--- src/tmc_params.svh ---
`ifndef TMC_PARAMS_SVH
`define TMC_PARAMS_SVH

// Register byte offsets, one 32-bit word each
`define TMC_OFS_COUNT_LOW    6'h00
`define TMC_OFS_COUNT_HIGH   6'h04
`define TMC_OFS_CONTROL      6'h08
`define TMC_OFS_IRQ_FLAGS    6'h0c
`define TMC_OFS_IRQ_ENABLES  6'h10
`define TMC_OFS_OSC_CONTROL  6'h14
`define TMC_OFS_CMP_LOW      6'h18
`define TMC_OFS_CMP_HIGH     6'h1c
`define TMC_OFS_CMP_MODE     6'h20

// Timer control field positions
`define TMC_CTL_WIDE         7
`define TMC_CTL_STATUS       6
`define TMC_CTL_PS_HI        5
`define TMC_CTL_PS_LO        4
`define TMC_CTL_OSC_EN       3
`define TMC_CTL_SYNC_DIS     2
`define TMC_CTL_CLK_SEL      1
`define TMC_CTL_ON           0
`define TMC_CTL_WR_MASK      8'hbf

// Oscillator control field positions
`define TMC_OSC_IDLE_EN      7
`define TMC_OSC_MON_EN       6
`define TMC_OSC_SCS_HI       1
`define TMC_OSC_SCS_LO       0
`define TMC_SCS_SECONDARY    2'h1

// Interrupt bit positions, reset values, codes
`define TMC_IRQ_BIT          0
`define TMC_CMP_MODE_TRIG    4'hb
`define TMC_COUNT_MAX        16'hffff
`define TMC_RST_BYTE         8'h00
`define TMC_INSTR_DIV        4

`endif

--- src/tmc_pkg.sv ---
package tmc_pkg;

  // Power modes, Gray along run, secondary run, secondary idle
  typedef enum logic [1:0] {
    TMC_PM_RUN      = 2'h0,
    TMC_PM_SEC_RUN  = 2'h1,
    TMC_PM_SEC_IDLE = 2'h3,
    TMC_PM_SLEEP    = 2'h2
  } tmc_pmode_t;

  // Avalon-MM request from the master
  typedef struct packed {
    logic        read;
    logic        write;
    logic [5:0]  address;
    logic [3:0]  byteenable;
    logic [31:0] writedata;
  } tmc_avs_req_t;

  // Whole state of the timer block
  typedef struct packed {
    logic        waitreq;
    logic [31:0] rdata;
    logic [15:0] cnt;
    logic [7:0]  hbuf;
    logic [7:0]  ctrl;
    logic        flag;
    logic        ien;
    logic        irq;
    logic [7:0]  oscctl;
    logic [15:0] cmp;
    logic [3:0]  cmode;
    logic [2:0]  presc;
    logic [3:0]  icyc;
    logic [2:0]  sync;
    logic        lvl;
    logic        need_fall;
    tmc_pmode_t  pmode;
    logic        osc_stat;
  } tmc_state_t;

endpackage

--- src/tmc_timer.sv ---
// Design decisions made here: the Avalon-MM interface to the registers and the address map.
`timescale 1ns/1ps
`include "tmc_params.svh"
// What this block does
// - Select code 01 enters secondary run mode
// - Sleep with idle bit clear enters secondary idle
// - Status bit reads one on oscillator clock
// - Monitor failure drops status, polled by software
// - Count wraps from FFFFh to 0000h
// - Wrap sets sticky overflow flag until cleared
// - Interrupt passes only while enable bit set
// - Compare mode 1011 trigger resets count
// - Trigger reset ignored in asynchronous counter mode
// - Compare pair acts as period register
// - Count write beats simultaneous trigger
// - Trigger reset never sets overflow flag
// - Async update waits for falling input edge
// - Internal instruction clock or external rising edge
// - Low read latches high; low write loads
// - Prescale codes divide by 1,2,4,8
// - Sync-disable bit chooses async external counting
module tmc_timer #(
  parameter int unsigned INSTR_DIV = `TMC_INSTR_DIV
) (
  // Clock and reset
  input  wire logic                  clk_sys_i,
  input  wire logic                  rst_n_i,
  // Avalon-MM slave
  input  wire tmc_pkg::tmc_avs_req_t avs_req_i,
  output logic [31:0]                avs_readdata_o,
  output logic                       avs_waitrequest_o,
  // Timer clock pins
  input  wire logic                  ext_clk_i,
  input  wire logic                  osc_clk_i,
  // Core power control
  input  wire logic                  sleep_i,
  input  wire logic                  wake_i,
  input  wire logic                  osc_fail_i,
  // Status and interrupt
  output logic                       overflow_irq_o,
  output logic [1:0]                 power_mode_o,
  output logic                       osc_clock_status_o
);

  // Instruction divider must fit the 4-bit phase counter
  if (INSTR_DIV < 1 || INSTR_DIV > 16) begin : g_chk
    $error("INSTR_DIV must be 1 to 16");
  end

  tmc_pkg::tmc_state_t st;
  tmc_pkg::tmc_state_t next_st;

  // Decode helpers shared by logic and checks
  logic       acc;
  logic       do_wr;
  logic       first;
  logic       wr_low;
  logic       wr_high;
  logic       wr_cnt;
  logic       wide;
  logic       async_m;
  logic       rise;
  logic       fall;
  logic       src_edge;
  logic       step;
  logic       inc;
  logic       trig_hit;
  logic       trig;
  logic [2:0] div_m1;
  logic [7:0] wd;

  assign acc     = avs_req_i.read | avs_req_i.write;
  assign first   = acc & st.waitreq;
  assign do_wr   = avs_req_i.write & ~st.waitreq & avs_req_i.byteenable[0];
  assign wd      = avs_req_i.writedata[7:0];
  assign wr_low  = do_wr && avs_req_i.address == `TMC_OFS_COUNT_LOW;
  assign wr_high = do_wr && avs_req_i.address == `TMC_OFS_COUNT_HIGH;
  assign wide    = st.ctrl[`TMC_CTL_WIDE];
  // A wide-mode high write only fills the buffer
  assign wr_cnt  = wr_low | (wr_high & ~wide);
  // async only with external clock selected
  assign async_m = st.ctrl[`TMC_CTL_CLK_SEL] & st.ctrl[`TMC_CTL_SYNC_DIS];

  // Filtered pin level edges; sync[0] feeds only sync[1]
  assign rise = ~st.lvl & (st.sync[1] == st.sync[2]) & st.sync[2];
  assign fall = st.lvl & (st.sync[1] == st.sync[2]) & ~st.sync[2];

  // instruction cycle tick or external rising edge
  assign src_edge = st.ctrl[`TMC_CTL_CLK_SEL] ? rise : (st.icyc == 4'(INSTR_DIV - 1));
  // async counting blocked until a falling edge
  assign step = st.ctrl[`TMC_CTL_ON] & src_edge & ~(async_m & st.need_fall);

  assign div_m1 = 3'((4'h1 << st.ctrl[`TMC_CTL_PS_HI:`TMC_CTL_PS_LO]) - 4'h1);
  assign inc    = step && st.presc == div_m1;

  // compare pair sets the period by matching the count
  assign trig_hit = st.cmode == `TMC_CMP_MODE_TRIG && st.cnt == st.cmp;
  // trigger not honoured in asynchronous mode
  assign trig     = trig_hit & ~async_m;

  always_comb begin
    next_st = st;

    // Bus handshake: one wait cycle, then accept
    next_st.waitreq = ~first;

    // Pin synchroniser and agreement filter
    next_st.sync = {st.sync[1:0], st.ctrl[`TMC_CTL_OSC_EN] ? osc_clk_i : ext_clk_i};
    if (st.sync[1] == st.sync[2]) begin
      next_st.lvl = st.sync[2];
    end
    if (fall) begin
      next_st.need_fall = 1'b0;
    end

    // Instruction phase counter
    next_st.icyc = (st.icyc == 4'(INSTR_DIV - 1)) ? 4'h0 : st.icyc + 4'h1;

    // Prescaler and counter
    if (step) begin
      next_st.presc = inc ? 3'h0 : st.presc + 3'h1;
    end
    if (inc) begin
      next_st.cnt = st.cnt + 16'h0001;
    end

    // Read side effects in the wait cycle so data and buffer agree
    if (first && avs_req_i.read) begin
      case (avs_req_i.address)
        `TMC_OFS_COUNT_LOW: begin
          next_st.rdata = {24'h0, st.cnt[7:0]};
          // low read latches live high byte
          if (wide) begin
            next_st.hbuf = st.cnt[15:8];
          end
        end
        `TMC_OFS_COUNT_HIGH:  next_st.rdata = {24'h0, wide ? st.hbuf : st.cnt[15:8]};
        // status bit shows the live clock source
        `TMC_OFS_CONTROL:     next_st.rdata = {24'h0, st.ctrl[7], st.osc_stat, st.ctrl[5:0]};
        `TMC_OFS_IRQ_FLAGS:   next_st.rdata = {31'h0, st.flag};
        `TMC_OFS_IRQ_ENABLES: next_st.rdata = {31'h0, st.ien};
        `TMC_OFS_OSC_CONTROL: next_st.rdata = {24'h0, st.oscctl};
        `TMC_OFS_CMP_LOW:     next_st.rdata = {24'h0, st.cmp[7:0]};
        `TMC_OFS_CMP_HIGH:    next_st.rdata = {24'h0, st.cmp[15:8]};
        `TMC_OFS_CMP_MODE:    next_st.rdata = {28'h0, st.cmode};
        default:              next_st.rdata = 32'h0;
      endcase
    end else if (first) begin
      next_st.rdata = 32'h0;
    end

    if (trig) begin
      next_st.cnt = 16'h0000;
    end

    // Register writes at the accepting edge
    if (do_wr) begin
      case (avs_req_i.address)
        `TMC_OFS_COUNT_LOW: begin
          next_st.cnt   = wide ? {st.hbuf, wd} : {next_st.cnt[15:8], wd};
          next_st.presc = 3'h0;
        end
        `TMC_OFS_COUNT_HIGH: begin
          if (wide) begin
            next_st.hbuf = wd;
          end else begin
            next_st.cnt = {wd, next_st.cnt[7:0]};
          end
        end
        `TMC_OFS_CONTROL:     next_st.ctrl   = wd & `TMC_CTL_WR_MASK;
        `TMC_OFS_IRQ_FLAGS:   next_st.flag   = wd[`TMC_IRQ_BIT];
        `TMC_OFS_IRQ_ENABLES: next_st.ien    = wd[`TMC_IRQ_BIT];
        `TMC_OFS_OSC_CONTROL: next_st.oscctl = wd;
        `TMC_OFS_CMP_LOW:     next_st.cmp    = {st.cmp[15:8], wd};
        `TMC_OFS_CMP_HIGH:    next_st.cmp    = {wd, st.cmp[7:0]};
        `TMC_OFS_CMP_MODE:    next_st.cmode  = wd[3:0];
        default:              next_st.cmode  = st.cmode;
      endcase
    end

    // count update in async mode rearms the falling-edge wait
    if (wr_cnt && async_m) begin
      next_st.need_fall = 1'b1;
    end

    // wrap sets flag, set wins over a clearing write
    // trigger path never reaches the flag
    if (inc && st.cnt == `TMC_COUNT_MAX) begin
      next_st.flag = 1'b1;
    end

    next_st.irq = next_st.flag & next_st.ien;

    // Power mode sequencing
    case (st.pmode)
      tmc_pkg::TMC_PM_RUN: begin
        // select code 01 moves to the timer oscillator
        if (st.oscctl[`TMC_OSC_SCS_HI:`TMC_OSC_SCS_LO] == `TMC_SCS_SECONDARY) begin
          next_st.pmode = tmc_pkg::TMC_PM_SEC_RUN;
        end
      end
      tmc_pkg::TMC_PM_SEC_RUN: begin
        if (st.oscctl[`TMC_OSC_SCS_HI:`TMC_OSC_SCS_LO] != `TMC_SCS_SECONDARY) begin
          next_st.pmode = tmc_pkg::TMC_PM_RUN;
        end else if (sleep_i) begin
          // idle bit clear gives secondary idle
          next_st.pmode = st.oscctl[`TMC_OSC_IDLE_EN] ? tmc_pkg::TMC_PM_SLEEP : tmc_pkg::TMC_PM_SEC_IDLE;
        end
      end
      tmc_pkg::TMC_PM_SEC_IDLE: begin
        if (wake_i) begin
          next_st.pmode = tmc_pkg::TMC_PM_SEC_RUN;
        end
      end
      tmc_pkg::TMC_PM_SLEEP: begin
        if (wake_i) begin
          next_st.pmode = tmc_pkg::TMC_PM_SEC_RUN;
        end
      end
      default: next_st.pmode = tmc_pkg::TMC_PM_RUN;
    endcase

    // monitor falls back on failure; select cleared so it sticks
    if (st.oscctl[`TMC_OSC_MON_EN] && osc_fail_i && st.pmode != tmc_pkg::TMC_PM_RUN) begin
      next_st.pmode = tmc_pkg::TMC_PM_RUN;
      next_st.oscctl[`TMC_OSC_SCS_HI:`TMC_OSC_SCS_LO] = 2'h0;
    end

    // status follows the mode actually taken
    next_st.osc_stat = next_st.pmode != tmc_pkg::TMC_PM_RUN;
  end

  // State register; reset takes constants only
  always_ff @(posedge clk_sys_i or negedge rst_n_i) begin
    if (!rst_n_i) begin
      st         <= '0;
      st.waitreq <= 1'b1;
    end else begin
      st <= next_st;
    end
  end

  // Outputs straight from state flops
  assign avs_readdata_o     = st.rdata;
  assign avs_waitrequest_o  = st.waitreq;
  assign overflow_irq_o     = st.irq;
  assign power_mode_o       = st.pmode;
  assign osc_clock_status_o = st.osc_stat;
endmodule

--- config.mk ---
export PLATFORM = sky130hd
export DESIGN_NAME = tmc_timer
export DESIGN_NICKNAME = d
export VERILOG_FILES = /design/src/tmc_pkg.sv /design/src/tmc_timer.sv
export VERILOG_INCLUDE_DIRS = /design/src /design/src/src
export SDC_FILE = /design/constraint.sdc
export NUM_CORES = 1
export LEC_CHECK = 0
export ABC_AREA = 1
export BUFFER_PORTS_ARGS = -buffer_cell sky130_fd_sc_hd__buf_2
export CAP_MARGIN = 20
export CORE_MARGIN = 5
export CORE_UTILIZATION = 45
export DETAILED_ROUTE_END_ITERATION = 6
export PLACE_DENSITY = 0.65
export SLEW_MARGIN = 25
export SYNTH_ARGS = -nofsm -noshare
export SYNTH_HDL_FRONTEND = slang
export SYNTH_SLANG_ARGS = --single-unit
--- constraint.sdc ---
create_clock -name clk_sys_i -period 2.1 [get_ports clk_sys_i]
set_input_delay 0.21 -clock clk_sys_i [delete_from_list [all_inputs] [get_ports clk_sys_i]]
set_output_delay 0.21 -clock clk_sys_i [all_outputs]
set_load 0.02 [all_outputs]
==> metrics.md <==
| Metric | Value |
|---|---|
| All-Layer GR Usage | `about a quarter` |
| Syn Inst Count | `740` |
| Switching fraction of total power | `29.7%` |
| Seq cells post-synth | `86` |
| WHS Path Cells | `2` |
| Setup Skew | `11.3 ps` |
| FMAX | `~510 MHz` |
| DR WL met3 | `between 1000 and 1500 um` |
| EDFF count, synth | `0` |
| Worst skew pair latency | `350 ps` |
| Crit-path cells | `ha_1 -> nand3_1 -> nand2_1 -> nand3_2 -> nor2_4 -> buf_12 -> o21ai_0 -> nand3_1 -> o21ai_0 -> inv_1 -> nand2_1` |
| Final Setup Violations | `0` |
| Hold Path Class | `in -> reg` |
| DRT Pass-1 Iters | `5` |
| FF-to-FF Start | `st[8]` |
| Share of cells above drive strength 1 | `14.8%` |
| Placed Area | `between 5000 and 6000 um^2` |
| Clock Power Share | `between 30 and 40%` |
| Largest net degree at the start of global routing | `87` |
| Die area | `about 14000 um^2` |
| Worst min-delay path startpoint | `osc_clk_i` |
| WL final | `between 15000 and 20000 um` |
| Post-Layout Cell Count | `~940` |
| PortBufs | `36` |
| CP Data Arrival Time | `roughly 2200 ps` |
| Clock Tree Buf Depth | `2` |
| Starting DRT DRC Count | `between 400 and 500` |
| Worst Reg2Reg Path Length in Cells | `11` |
| TritonCTS clock tree | `yes` |
| Min cycle time layout | `about 2000 ps` |
| Start point of the critical path | `st[8]` |
| Crit end category | `flip-flop` |
| P_sw | `around 1.2 mW` |
| Comb power frac | `between 10% and 20%` |
| CTS H-tree depth | `3` |
| Top layer in use | `met4` |
| # fillers | `around 1200` |
| CP required | `2380 ps` |
| Cts bufs inserted | `9` |
| Final hold slack | `~91 ps` |
| VDD IR max | `roughly 0.00036 V` |
| Met2 WL | `about 8100 um` |
| Total number of yosys warnings | `0` |
| Fin nets | `838` |
| Core area | `between 10000 and 15000 um^2` |
| Worst Max-Slew Pin Slew | `509 ps` |
| RSZ-0062 raised after global routing | `false` |
| Ranking of synthesized cells by area | `dfrtp_1 40%, nand2_1 15%, o21ai_0 6.0%, inv_1 5.9%, buf_4 4.7%` |
| Max-slew violations | `0` |
| RR Endpoint | `st[76]` |
| Die Y | `roughly 120 um` |
| Total power | `roughly 3.9 mW` |
| Worst path bufs/invs | `2` |
| Sequential share of the synthesized area | `40.0%` |
| Row count | `40` |
| Clk root buf | `clkbuf_16` |
| Synth area leader | `dfrtp_1` |
| Crit-path leading delay family | `simple AND/OR/NAND/NOR gates` |
| Post-route DRC | `0` |
| Synth top area share | `slightly below 40%` |
| Mapped Area | `5380 um^2` |
| Internal reg-to-reg setup slack | `between 100 and 150 ps` |
| Crit Path Max Fanout | `11` |
| Via count | `5108` |
| Synth-to-layout area growth | `11.3%` |
| First-pass GRT wire length | `approximately 27000 um` |
| Met1 wire length | `between 7000 and 8000 um` |
| Synth async-reset ratio | `100%` |
| # diodes | `0` |
| GR Overflow Total | `0` |
| Reg clk slew, reported paths | `approximately 60 ps` |
| Cell area power density | `between 600 and 700 nW/um^2` |
| CP max-delay cell | `dfrtp_1` |
| Final worst-path cycle share | `about 93%` |
| Avg WL per Cell | `between 15 and 20 um` |
| Worst hold endpoint | `next_st[6]` |
| Final Instance Area | `~6000 um^2` |
| Slew headroom | `between 60% and 70%` |
| Sequential Power Share | `a little under half` |
| Num ports | `between 80 and 90` |
| Routed Antenna Nets | `0` |
| Lkg Pwr | `around 3 nW` |
| Placed insts | `around 900` |
| Status | `complete, no violations` |
| Die Wd | `119 um` |
| Number of antenna violations at the first check in global routing | `0` |
| Final RePlAce weighted congestion | `roughly 1` |
| Vias per cell | `between 5 and 6` |
| Hold Violations, Final | `0` |
| Kind of critical path | `reg -> reg` |
| Max cap viols | `0` |
| Worst path max stage delay | `roughly 400 ps` |
| Distinct cell type count after synthesis | `between 40 and 50` |
| Dpl hpwl | `about 13000 um` |
| Setup TNS Final | `0 ps` |
| Ys flop type | `dfrtp_1` |
| Internal power | `roughly 2.8 mW` |
| Vias in the first global route | `slightly below 5000` |
| Starting Density | `a little under half` |
| Mapped Avg Cell Area | `7.27 um^2` |
| CTS sink cnt | `between 80 and 90` |
| CP startpoint kind | `flip-flop` |
[metrics by stage]
stage	util, %	setup slack, ps
floorplan	-	379
global route	50.5	9.95
CTS	50.1	70.6
detailed placement	47.8	80.5
finish	50.5	142
global placement	47.8	136
[layer usage]
| metal | vias up | track usage, % |
|---|---|---|
| met5 | - | 0 |
| met4 | 0 | 8.09 |
| met3 | 23 | 3.28 |
| met2 | 204 | 39.2 |
| met1 | 2433 | 35.7 |
| li1 | 2448 | - |
[repair_timing]
action	4_1_cts	5_1_grt
resized for setup	0	5
hold buffers	1	0
setup endpoints to repair	0	7
hold endpoints to repair	85	0
setup buffers	0	3
[cell usage after synthesis, drive strengths merged (4+ instances only)]
master	number
a21oi	15
or2	4
o211ai	4
inv	92
xor2	5
o22ai	21
nor2	72
dfrtp	85
clkbuf	4
nand3	40
o21ai	83
nand4	20
buf	43
nand2	218
nor3	8
[power by group through the flow]
stage | clock, mW | combinational [mW] | sequential (mW)
final | 1.46 | 0.595 | 1.86
after global routing | 1.55 | 0.668 | 1.87
after CTS | 1.48 | 0.591 | 1.86
after detailed placement | 0 | 0.588 | 1.89
after global placement | 0 | 0.575 | 1.88
after floorplan | 0 | 0.412 | 1.86
[cell type report]
class	instances	area [um^2]	area share, %
Multi-Input combinational cell	538	2660	44.4
Sequential cell	86	2150	36.0
Timing Repair Buffer	57	380	6.35
Inverter	92	348	5.81
Clock buffer	13	240	4.01
Tap cell	147	184	3.07
Clock inverter	3	22.5	0.376
[worst max-delay path by stage]
stage / to / slack, ps / cells after the start
6_report: st[76] / 140 / 11
5_1_grt: st[72] / 10 / 11
4_1_cts: st[76] / 70 / 11
3_5_place_dp: st[71] / 80 / 10
3_3_place_gp: st[72] / 140 / 9
2_1_floorplan: st[54] / 380 / 9
[cell usage in the layout, fill, tap and decap left out, drive strengths merged, types with 4 or more instances in the layout]
cell type	instances
nand2	218
inv	92
dfrtp	85
o21ai	83
nor2	72
buf	56
nand3	40
conb	24
o22ai	21
nand4	20
a21oi	15
clkbuf	13
nor3	8
xor2	5
or2	4
o211ai	4
[state kept, by name (all words and copies together), names as in the netlist]
| register | cells |
|---|---|
| st | 71 |
| avs_waitrequest_o | 1 |
| next_st | 2 |
| power_mode_o | 2 |
| avs_readdata_o | 8 |
| overflow_irq_o | 1 |
| osc_clock_status_o | 1 |
[cell families (layout without fill, tap and decap cells)]
family / after synthesis / in the layout / share of synthesized area (%)
fa+ha+maj: 3 / 3 / 0.698
flops: 86 / 86 / 40.0
mux: 1 / 1 / 0.209
xor+xnor: 8 / 8 / 1.30
other cells: 1 / 24 / 0.0697
compound gates: 135 / 135 / 14.1
simple gates: 367 / 367 / 31.1
buf+inv: 139 / 165 / 12.4
No activity file was read; power rests on OpenSTA's default activity.
